===== src/common/retimer_cfg_pkg.sv =====
// Constants shared by the retimer channel configuration block.
// Assumes a 250 MHz register clock and a Wishbone byte address of 10 bits.
package retimer_cfg_pkg;
  localparam int NUM_CH = 4;
  localparam int ADR_W  = 10;
  // Address layout: global block bit, broadcast bit, channel, register index.
  localparam int ADR_GLOBAL = 9;
  localparam int ADR_BCAST  = 8;
  localparam int ADR_CH_LSB = 6;
  localparam int ADR_RG_LSB = 2;
  // Channel register indices.
  localparam logic [3:0] RG_EQ_CTRL  = 4'h0;
  localparam logic [3:0] RG_BOOST    = 4'h1;
  localparam logic [3:0] RG_DFE      = 4'h2;
  localparam logic [3:0] RG_CDR      = 4'h3;
  localparam logic [3:0] RG_RATE0    = 4'h4;
  localparam logic [3:0] RG_RATE1    = 4'h5;
  localparam logic [3:0] RG_TXFIR    = 4'h6;
  localparam logic [3:0] RG_GEN      = 4'h7;
  localparam logic [3:0] RG_CHK      = 4'h8;
  localparam logic [3:0] RG_CHK_BITS = 4'h9;
  localparam logic [3:0] RG_CHK_ERRS = 4'hA;
  localparam logic [3:0] RG_CHK_STAT = 4'hB;
  // Global register indices: pair switches at 0 and 1, boost table at 16..31.
  localparam int GX_TABLE_BIT = 4;
  // Equalizer control fields.
  localparam int EQ_MODE_LSB = 0;
  localparam int EQ_OVR      = 2;
  localparam int EQ_LIMIT    = 3;
  localparam int EQ_VGA      = 4;
  localparam int EQ_HIGAIN   = 5;
  localparam int EQ_DFE_OVR  = 6;
  localparam int EQ_DFE_ADPT = 7;
  localparam int EQ_IDX_LSB  = 8;
  localparam logic [11:0] EQ_CTRL_RST = 12'h020;
  // Clock recovery fields; standard preset 0 is the 25.78125 Gb/s rate.
  localparam int CDR_MANUAL  = 0;
  localparam int CDR_DIV_LSB = 1;
  localparam int CDR_STD_LSB = 3;
  localparam int CDR_RST_BIT = 7;
  // Transmit filter: three taps of five magnitude bits and a sign each.
  localparam int FIR_W      = 18;
  localparam int FIR_COMMIT = 31;
  // Pattern generator and checker fields.
  localparam int GEN_EN   = 0;
  localparam int GEN_TYPE = 1;
  localparam int GEN_INV  = 2;
  localparam int CHK_ON      = 0;
  localparam int CHK_FINITE  = 1;
  localparam int CHK_MIN_LSB = 2;
  localparam int CHK_HRS_LSB = 8;
  localparam int CHK_CLEAR   = 30;
  localparam int CHK_RESET   = 31;
  localparam int XP_SRC      = 2;
  localparam logic [13:0] MIN_PER_HOUR = 14'h003C;
  // Pattern polynomial taps, x^7+x^6+1 and x^31+x^28+1.
  localparam int P7_A = 6;
  localparam int P7_B = 5;
  localparam int P31_A = 30;
  localparam int P31_B = 27;
  localparam logic [30:0] LFSR_SEED = 31'h7FFFFFFF;
  localparam longint MINUTE_NS = 64'd60000000000;
  localparam longint CLK_NS    = 64'd4;
  localparam logic [33:0] MINUTE_CYCLES_DEF = 34'(MINUTE_NS / CLK_NS);
  typedef enum logic [1:0] {XP_DEFAULT, XP_FANOUT, XP_CROSS} xp_mode_t;
endpackage


===== src/logic/retimer_channel_config.sv =====
// Register file, lane cross-point and pattern generator/checker of a four-lane retimer.
// Assumes a classic Wishbone master on REF_CLK and one received bit per lane per clock.
// What this block does
// - Two-by-two switch per pair 0-1 and 2-3.
// - Default mode: transmitter takes own receiver.
// - Fanout: chosen receiver drives both pair transmitters.
// - Lane crossing: transmitters take partner receiver.
// - Four adapt modes, per channel or all, readable.
// - Limiting bit makes last boost stage limit.
// - Gain enable switches variable gain stage on.
// - High gain equalizer mode, on after reset.
// - Sixteen writable boost table entries.
// - Five readable feedback taps, writable under override.
// - Per-channel enable for continuous tap adaptation.
// - Reset gives standard mode, 25.78125 Gb/s preset.
// - Transmit taps readable, applied on commit.
// - Generator: pattern, polarity, starts when enabled.
// - Checker runs forever or hours and minutes.
// - Clear zeroes counters; reset restores settings.
// - Turning checker off restores default settings.
// - Broadcast channel write reaches every channel.
`timescale 1ns/1ns
module retimer_channel_config
  import retimer_cfg_pkg::*;
#(
  parameter logic [33:0] MINUTE_CYCLES = MINUTE_CYCLES_DEF
) (
  input  wire logic              REF_CLK,
  input  wire logic              RESETN,
  input  wire logic [ADR_W-1:0]  ADR_I,
  input  wire logic [31:0]       DAT_I,
  input  wire logic [3:0]        SEL_I,
  input  wire logic              WE_I,
  input  wire logic              CYC_I,
  input  wire logic              STB_I,
  output logic [31:0]            DAT_O,
  output logic                   ACK_O,
  input  wire logic [3:0]        RX_DATA,
  output logic [3:0]             TX_DATA,
  output logic [3:0]             CDR_RESET,
  output logic [7:0]             ADAPT_MODE,
  output logic [31:0]            EQ_BOOST,
  output logic [3:0]             EQ_LIMIT,
  output logic [3:0]             VGA_EN,
  output logic [3:0]             HI_GAIN,
  output logic [3:0]             DFE_ADAPT_EN,
  output logic [3:0]             CDR_MANUAL,
  output logic [7:0]             CDR_DIV,
  output logic [71:0]            TX_FIR_TAPS
);
  typedef struct packed {
    logic                  ack;
    logic [31:0]           rdat;
    logic [3:0][11:0]      eq_ctrl;
    logic [3:0][7:0]       boost_man;
    logic [3:0][7:0]       boost_out;
    logic [3:0][29:0]      dfe;
    logic [3:0][6:0]       cdr;
    logic [3:0]            cdr_rst;
    logic [3:0][15:0]      rate0;
    logic [3:0][15:0]      rate1;
    logic [3:0][FIR_W-1:0] fir_stage;
    logic [3:0][FIR_W-1:0] fir_act;
    logic [3:0][2:0]       gen;
    logic [3:0][30:0]      lfsr;
    logic [3:0][15:0]      chk;
    logic [3:0][30:0]      chk_sr;
    logic [3:0][31:0]      bits;
    logic [3:0][31:0]      errs;
    logic [3:0][13:0]      remain;
    logic [3:0][33:0]      presc;
    logic [3:0]            done;
    logic [1:0][2:0]       xp;
    logic [15:0][7:0]      table_q;
    logic [3:0]            tx;
  } state_t;

  state_t s_q;
  state_t s_d;

  logic       req;
  logic       wr;
  logic       rd;
  logic       glob;
  logic       bc;
  logic [1:0] ch;
  logic [3:0] ri;
  logic [4:0] gi;

  assign req  = CYC_I && STB_I && !s_q.ack;
  assign wr   = req && WE_I;
  assign rd   = req && !WE_I;
  assign glob = ADR_I[ADR_GLOBAL];
  assign bc   = ADR_I[ADR_BCAST];
  assign ch   = ADR_I[ADR_CH_LSB +: 2];
  assign ri   = ADR_I[ADR_RG_LSB +: 4];
  assign gi   = ADR_I[ADR_RG_LSB +: 5];

  function automatic logic [31:0] merge(input logic [31:0] old, input logic [31:0] d, input logic [3:0] sel);
    logic [31:0] r;
    r = old;
    for (int i = 0; i < 4; i++) begin
      if (sel[i]) begin
        r[8*i +: 8] = d[8*i +: 8];
      end
    end
    return r;
  endfunction

  always_comb begin
    logic [31:0] m;
    logic        hit;
    logic        fb;
    logic        exp_b;
    logic [1:0]  cb;
    logic [1:0]  src;
    m     = '0;
    hit   = 1'b0;
    fb    = 1'b0;
    exp_b = 1'b0;
    cb    = '0;
    src   = '0;
    s_d = s_q;
    s_d.ack     = req;
    s_d.rdat    = '0;
    s_d.cdr_rst = '0;
    for (int c = 0; c < NUM_CH; c++) begin
      cb = 2'(c);
      fb = s_q.gen[c][GEN_TYPE] ? s_q.lfsr[c][P31_A] ^ s_q.lfsr[c][P31_B]
                                : s_q.lfsr[c][P7_A] ^ s_q.lfsr[c][P7_B];
      s_d.lfsr[c] = {s_q.lfsr[c][29:0], fb};
      exp_b = s_q.gen[c][GEN_TYPE] ? s_q.chk_sr[c][P31_A] ^ s_q.chk_sr[c][P31_B]
                                   : s_q.chk_sr[c][P7_A] ^ s_q.chk_sr[c][P7_B];
      s_d.chk_sr[c] = {s_q.chk_sr[c][29:0], RX_DATA[c]};
      case (s_q.xp[c/2][1:0])
        XP_FANOUT: src = {cb[1], s_q.xp[c/2][XP_SRC]};
        XP_CROSS:  src = cb ^ 2'h1;
        default:   src = cb;
      endcase
      s_d.tx[c] = s_q.gen[c][GEN_EN] ? fb ^ s_q.gen[c][GEN_INV] : RX_DATA[src];
      // The table index is only a stand-in for the adapted boost until the analog loop reports one.
      s_d.boost_out[c] = s_q.eq_ctrl[c][EQ_OVR] ? s_q.boost_man[c]
                                                : s_q.table_q[s_q.eq_ctrl[c][EQ_IDX_LSB +: 4]];
      if (s_q.chk[c][CHK_ON] && !s_q.done[c]) begin
        s_d.bits[c] = s_q.bits[c] + 32'h1;
        s_d.errs[c] = s_q.errs[c] + {31'h0, RX_DATA[c] ^ exp_b};
        if (s_q.chk[c][CHK_FINITE]) begin
          if (s_q.remain[c] == 14'h0) begin
            s_d.done[c] = 1'b1;
          end else if (s_q.presc[c] == MINUTE_CYCLES - 34'h1) begin
            s_d.presc[c]  = '0;
            s_d.remain[c] = s_q.remain[c] - 14'h1;
            s_d.done[c]   = (s_q.remain[c] == 14'h1);
          end else begin
            s_d.presc[c] = s_q.presc[c] + 34'h1;
          end
        end
      end
      hit = wr && !glob && (bc || ch == cb);
      if (hit) begin
        case (ri)
          RG_EQ_CTRL: s_d.eq_ctrl[c] = 12'(merge({20'h0, s_q.eq_ctrl[c]}, DAT_I, SEL_I));
          RG_BOOST:   s_d.boost_man[c] = 8'(merge({24'h0, s_q.boost_man[c]}, DAT_I, SEL_I));
          RG_DFE: begin
            if (s_q.eq_ctrl[c][EQ_DFE_OVR]) begin
              s_d.dfe[c] = 30'(merge({2'h0, s_q.dfe[c]}, DAT_I, SEL_I));
            end
          end
          RG_CDR: begin
            m = merge({25'h0, s_q.cdr[c]}, DAT_I, SEL_I);
            s_d.cdr[c]     = m[6:0];
            s_d.cdr_rst[c] = m[CDR_RST_BIT];
          end
          RG_RATE0: s_d.rate0[c] = 16'(merge({16'h0, s_q.rate0[c]}, DAT_I, SEL_I));
          RG_RATE1: s_d.rate1[c] = 16'(merge({16'h0, s_q.rate1[c]}, DAT_I, SEL_I));
          RG_TXFIR: begin
            m = merge({14'h0, s_q.fir_stage[c]}, DAT_I, SEL_I);
            s_d.fir_stage[c] = m[FIR_W-1:0];
            if (m[FIR_COMMIT]) begin
              s_d.fir_act[c] = m[FIR_W-1:0];
            end
          end
          RG_GEN: s_d.gen[c] = 3'(merge({29'h0, s_q.gen[c]}, DAT_I, SEL_I));
          RG_CHK: begin
            m = merge({16'h0, s_q.chk[c]}, DAT_I, SEL_I);
            if (!m[CHK_ON]) begin
              s_d.chk[c]  = '0;
              s_d.done[c] = 1'b0;
            end else if (m[CHK_RESET]) begin
              s_d.chk[c]  = 16'h0001;
              s_d.done[c] = 1'b0;
            end else begin
              s_d.chk[c] = m[15:0];
              if (!s_q.chk[c][CHK_ON]) begin
                s_d.remain[c] = {6'h0, m[CHK_HRS_LSB +: 8]} * MIN_PER_HOUR + {8'h0, m[CHK_MIN_LSB +: 6]};
                s_d.presc[c]  = '0;
                s_d.bits[c]   = '0;
                s_d.errs[c]   = '0;
                s_d.done[c]   = 1'b0;
              end
            end
            if (m[CHK_CLEAR]) begin
              s_d.bits[c] = '0;
              s_d.errs[c] = '0;
            end
          end
          default: ;
        endcase
      end
      if (rd && !glob && ch == cb) begin
        case (ri)
          RG_EQ_CTRL:  s_d.rdat = {20'h0, s_q.eq_ctrl[c]};
          RG_BOOST:    s_d.rdat = {24'h0, s_q.boost_out[c]};
          RG_DFE:      s_d.rdat = {2'h0, s_q.dfe[c]};
          RG_CDR:      s_d.rdat = {25'h0, s_q.cdr[c]};
          RG_RATE0:    s_d.rdat = {16'h0, s_q.rate0[c]};
          RG_RATE1:    s_d.rdat = {16'h0, s_q.rate1[c]};
          RG_TXFIR:    s_d.rdat = {14'h0, s_q.fir_act[c]};
          RG_GEN:      s_d.rdat = {29'h0, s_q.gen[c]};
          RG_CHK:      s_d.rdat = {16'h0, s_q.chk[c]};
          RG_CHK_BITS: s_d.rdat = s_q.bits[c];
          RG_CHK_ERRS: s_d.rdat = s_q.errs[c];
          RG_CHK_STAT: s_d.rdat = {30'h0, s_q.done[c], s_q.chk[c][CHK_ON] && !s_q.done[c]};
          default:     s_d.rdat = '0;
        endcase
      end
    end
    if (glob && gi[GX_TABLE_BIT]) begin
      if (wr) begin
        s_d.table_q[gi[3:0]] = 8'(merge({24'h0, s_q.table_q[gi[3:0]]}, DAT_I, SEL_I));
      end
      if (rd) begin
        s_d.rdat = {24'h0, s_q.table_q[gi[3:0]]};
      end
    end else if (glob && gi[4:1] == 4'h0) begin
      if (wr) begin
        s_d.xp[gi[0]] = 3'(merge({29'h0, s_q.xp[gi[0]]}, DAT_I, SEL_I));
      end
      if (rd) begin
        s_d.rdat = {29'h0, s_q.xp[gi[0]]};
      end
    end
  end

  always_ff @(posedge REF_CLK) begin
    if (!RESETN) begin
      s_q         <= '0;
      s_q.eq_ctrl <= {NUM_CH{EQ_CTRL_RST}};
      s_q.lfsr    <= {NUM_CH{LFSR_SEED}};
    end else begin
      s_q <= s_d;
    end
  end

  assign ACK_O       = s_q.ack;
  assign DAT_O       = s_q.rdat;
  assign TX_DATA     = s_q.tx;
  assign CDR_RESET   = s_q.cdr_rst;
  assign EQ_BOOST    = s_q.boost_out;
  assign TX_FIR_TAPS = s_q.fir_act;
  for (genvar g = 0; g < NUM_CH; g++) begin : g_ch
    assign ADAPT_MODE[2*g +: 2] = s_q.eq_ctrl[g][EQ_MODE_LSB +: 2];
    // The port names hide the package field positions of the same name, so these two are scoped.
    assign EQ_LIMIT[g]          = s_q.eq_ctrl[g][retimer_cfg_pkg::EQ_LIMIT];
    assign VGA_EN[g]            = s_q.eq_ctrl[g][EQ_VGA];
    assign HI_GAIN[g]           = s_q.eq_ctrl[g][EQ_HIGAIN];
    assign DFE_ADAPT_EN[g]      = s_q.eq_ctrl[g][EQ_DFE_ADPT];
    assign CDR_MANUAL[g]        = s_q.cdr[g][retimer_cfg_pkg::CDR_MANUAL];
    assign CDR_DIV[2*g +: 2]    = s_q.cdr[g][CDR_DIV_LSB +: 2];
  end
endmodule


===== config.mk =====
export PLATFORM = sky130hd
export DESIGN_NAME = retimer_channel_config
export DESIGN_NICKNAME = d
export VERILOG_FILES = /design/src/common/retimer_cfg_pkg.sv /design/src/logic/retimer_channel_config.sv
export SDC_FILE = /design/constraint.sdc
export NUM_CORES = 2
export LEC_CHECK = 0
export ABC_AREA = 1
export CAP_MARGIN = 40
export CORE_ASPECT_RATIO = 1.5
export CORE_UTILIZATION = 25
export DETAILED_ROUTE_END_ITERATION = 8
export DONT_BUFFER_PORTS = 1
export SLEW_MARGIN = 20
export SYNTH_ARGS = -nofsm -noshare
export SYNTH_HDL_FRONTEND = slang
export SYNTH_SLANG_ARGS = --single-unit
export TNS_END_PERCENT = 10

===== constraint.sdc =====
create_clock -name REF_CLK -period 6.8 [get_ports REF_CLK]
set_input_delay 2.04 -clock REF_CLK [delete_from_list [all_inputs] [get_ports REF_CLK]]
set_output_delay 2.04 -clock REF_CLK [all_outputs]
set_load 0.1 [all_outputs]

==> results by group <==
CTS
  • Post-CTS Setup Repair Bufs: 0
  • H-tree Lvls: 4
  • Worst-skew pair later-pin latency: roughly 0.87 ns
  • Sinks on Clock Net: about 1500
  • Worst-path clk slew: around 0.070 ns
  • Cts bufs inserted: 156
  • CTS root buf: clkbuf_16
  • Hold Buf Count CTS: 0
  • Clk buf depth: 4
  • Post-CTS Resized: 0
  • CTS tree: done

Timing
  • Hold slack: approximately 0.4 ns
  • Fin crit share: 0.861
  • Setup TNS: 0 ns
  • Highest clock rate: 0.171 GHz
  • Slew @ Worst Pin: between 1 and 1.5 ns
  • Post-layout min period: about 5.9 ns
  • Skew final: approximately 0.10 ns
  • Unrepaired setup endpoints after global routing: false
  • Worst rel slew slack: 0.0200
  • Final hold vios: 0
  • Final Max Slew Viols: 0
  • # setup viols final: 0

Die
  • I/O pin count: roughly 240
  • Core Rows: ~250
  • Die area: about 0.31 mm^2
  • Die width: 452 um
  • Core Footprint: between 0.3 and 0.4 mm^2
  • Die height: just under 700 um
  • Initial core utilization: 0.251

Setup path
  • Cell Chain, Critical Path: nand2_1 -> inv_1 -> a21oi_1 -> inv_1 -> fa_1 -> fa_1 -> inv_1 -> fa_1 -> inv_1 -> ha_1 -> nand2_1 -> a21oi_1 -> nor3b_1 -> nand4_1 -> nand2_1 -> nand2_1 -> nor2_1 -> nor2_1
  • Setup crit end kind: flip-flop
  • Crit path kind: in -> reg
  • Largest stage delay, worst path: a little under 0.6 ns
  • Type of origin of the critical path: input pin
  • Critical Path RT: between 7 and 8 ns
  • Crit path max fanout: 37
  • Crit path DAT: 6.52 ns
  • Delay-heaviest family, CP: adder cells
  • Buf/Inv on CP: 4
  • Critical path's slowest cell: fa_1

Logic synthesis
  • Top area cells in the synthesized netlist: dfxtp_1, o21ai_0, a21oi_1, inv_1, nand2_1
  • Cell area after synthesis: 0.0758 mm^2
  • Post-synth top flop: dfxtp_1
  • Yosys top cell by area: dfxtp_1
  • Syn_nets: approximately 11000
  • Yosys top cell area share: 0.392
  • Mapped Avg Cell Area: between 7 and 8 um^2
  • Yosys reg bits: between 1000 and 1500
  • Yosys cell types: 67
  • Number of synthesized flops with an enable pin: 0
  • Yosys Warn Count: 0
  • Sequential area share after synthesis: 0.392
  • Mapped Cells: around 11000
  • Synth async-reset ratio: 0

Place
  • IO Port Bufs: 0
  • Detailed Place HPWL: between 200000 and 250000 um
  • GP Congestion: between 1 and 1.5

Drt
  • DRC viols: 0
  • 1st-iter DRT viols: 7300
  • Drt pass-1 iters: 6
  • DR WL/cell: between 20 and 25 um
  • Vias/cell: just under 5
  • Post-route ant nets: 0
  • WL final: about 320000 um
  • Vias: between 70000 and 80000

Finish
  • Most frequent cells in the layout: inv_1, dfxtp_1, nand2_1
  • FILL cells: approximately 33000
  • Most common cell after layout, fill and taps aside: inv_1
  • Final nets: approximately 11000
  • Area grow syn2layout: 15.2%
  • Fraction of layout instances using a drive strength above 1: 0.0893

Power
  • Pwr dens: around 220 mW/mm^2
  • LEAKAGE: 33.3 nW
  • Worst-case vdd ir drop: between 0.15 and 0.2 mV

GRT
  • GRT overflow: 0
  • Largest net degree at the start of global routing: 247
  • Vias in the first global route: 66800
  • GR Util All Layers: 0.202
  • First-pass GRT wire length: 459000 um
  • Initial antenna violation count: 22

Hold path
  • Tightest Hold Check Type: reg -> reg

Job
  • Max-Cap Viols: 0

Run status
  • Status: completed
-- cell families (layout without fill, tap and decap cells) --
group / after synthesis / count (layout) / synth area share
xor gates and xnor gates: 346 / 346 / 0.0400
adders and majority gates: 160 / 160 / 0.0319
other: 0 / 14 / 0
buffers and inverters: 2284 / 2170 / 0.125
DFF: 1483 / 1483 / 0.392
and+or+nand+nor: 3491 / 3491 / 0.206
AOI/OAI and AO/OA: 2884 / 2884 / 0.205
-- metrics by stage --
| step | util | cells | instance area (um^2) | total power [mW] | setup WS (ns) |
|---|---|---|---|---|---|
| finish | 0.290 | 14500 | 87300 | 19.1 | 0.948 |
| global route | 0.290 | 14500 | 87300 | 19.6 | 0.691 |
| CTS | 0.289 | 14500 | 87100 | 19.2 | 1.19 |
| detailed placement | 0.272 | 14200 | 81900 | 10.2 | 0.394 |
| global placement | 0.261 | 14100 | 78800 | 10.1 | 0.355 |
| floorplan | - | 10600 | 75800 | 9.83 | 0.573 |
-- synthesized netlist by cell type (all sizes together), types with 4 or more instances --
cell type  number
nand3b         11
a22oi           8
o21a            5
a21oi        1152
clkinv         11
o21bai          8
fa             56
buf           351
nand4         168
o2111ai        25
o31ai           4
a221oi         49
o221ai         16
nand2        1453
o22ai         201
xor2          276
a31oi          28
or2           134
nor3          236
ha            104
clkbuf        358
a22o            4
o21ai        1265
nand3         450
nor2          960
o311ai          5
nor3b          11
xnor2          70
a211oi         49
inv          1564
dfxtp        1483
o211ai         56
nor4           60
-- where the power goes --
| group | switching, mW | leakage [nW] | internal (mW) |
|---|---|---|---|
| clock | 3.87 | 2.56 | 5.19 |
| combinational | 0.944 | 18.7 | 0.383 |
| sequential | 0.0115 | 12.0 | 8.70 |
-- worst paths after layout --
path,from,end,slack [ns],cells after the start
worst max-delay path,SEL_I[1],s_q[305]$_SDFF_PN0_,0.95,18
worst min-delay path,s_d[710]$_SDFF_PN0_,s_d[711]$_SDFF_PN0_,0.41,2
worst max register to register,s_q[772]$_SDFFE_PN0P_,s_q[333]$_SDFF_PN0_,2.32,19
worst min register to register,s_d[710]$_SDFF_PN0_,s_d[711]$_SDFF_PN0_,0.41,2
-- metal layers --
metal | track usage | vias to the layer above | wire length [um]
met4 | 0.202 | 8 | 37500
li1 | - | 34300 | -
met3 | 0.0485 | 1120 | 26400
met2 | 0.321 | 3258 | 143000
met5 | 0 | - | 43
met1 | 0.216 | 33300 | 113000
-- flip-flops by register name, indices dropped and copies added, names as in the netlist --
signal and count:
s_q 1062, s_d 240, TX_FIR_TAPS 72, DAT_O 32, EQ_BOOST 32, ADAPT_MODE 8, CDR_DIV 8, CDR_MANUAL 4
CDR_RESET 4, DFE_ADAPT_EN 4, EQ_LIMIT 4, HI_GAIN 4, TX_DATA 4, VGA_EN 4, ACK_O 1
-- layout make-up --
cell class	count	area, um^2	area share
Clock inverter	63	827	0.00947
Inverter	1575	5920	0.0678
Antenna cell	14	35.0	0.000401
Tap cell	3984	4980	0.0571
Clock buffer	203	4370	0.0501
Sequential cell	1483	29700	0.340
Timing Repair Buffer	329	4790	0.0549
Multi-Input combinational cell	6881	36700	0.420
-- worst min-delay path: stages (launching register included) --
cell     delay (ns)
dfxtp_1        0.31
nand2_1        0.04
inv_1          0.04
No activity file was read; power rests on OpenSTA's default activity.
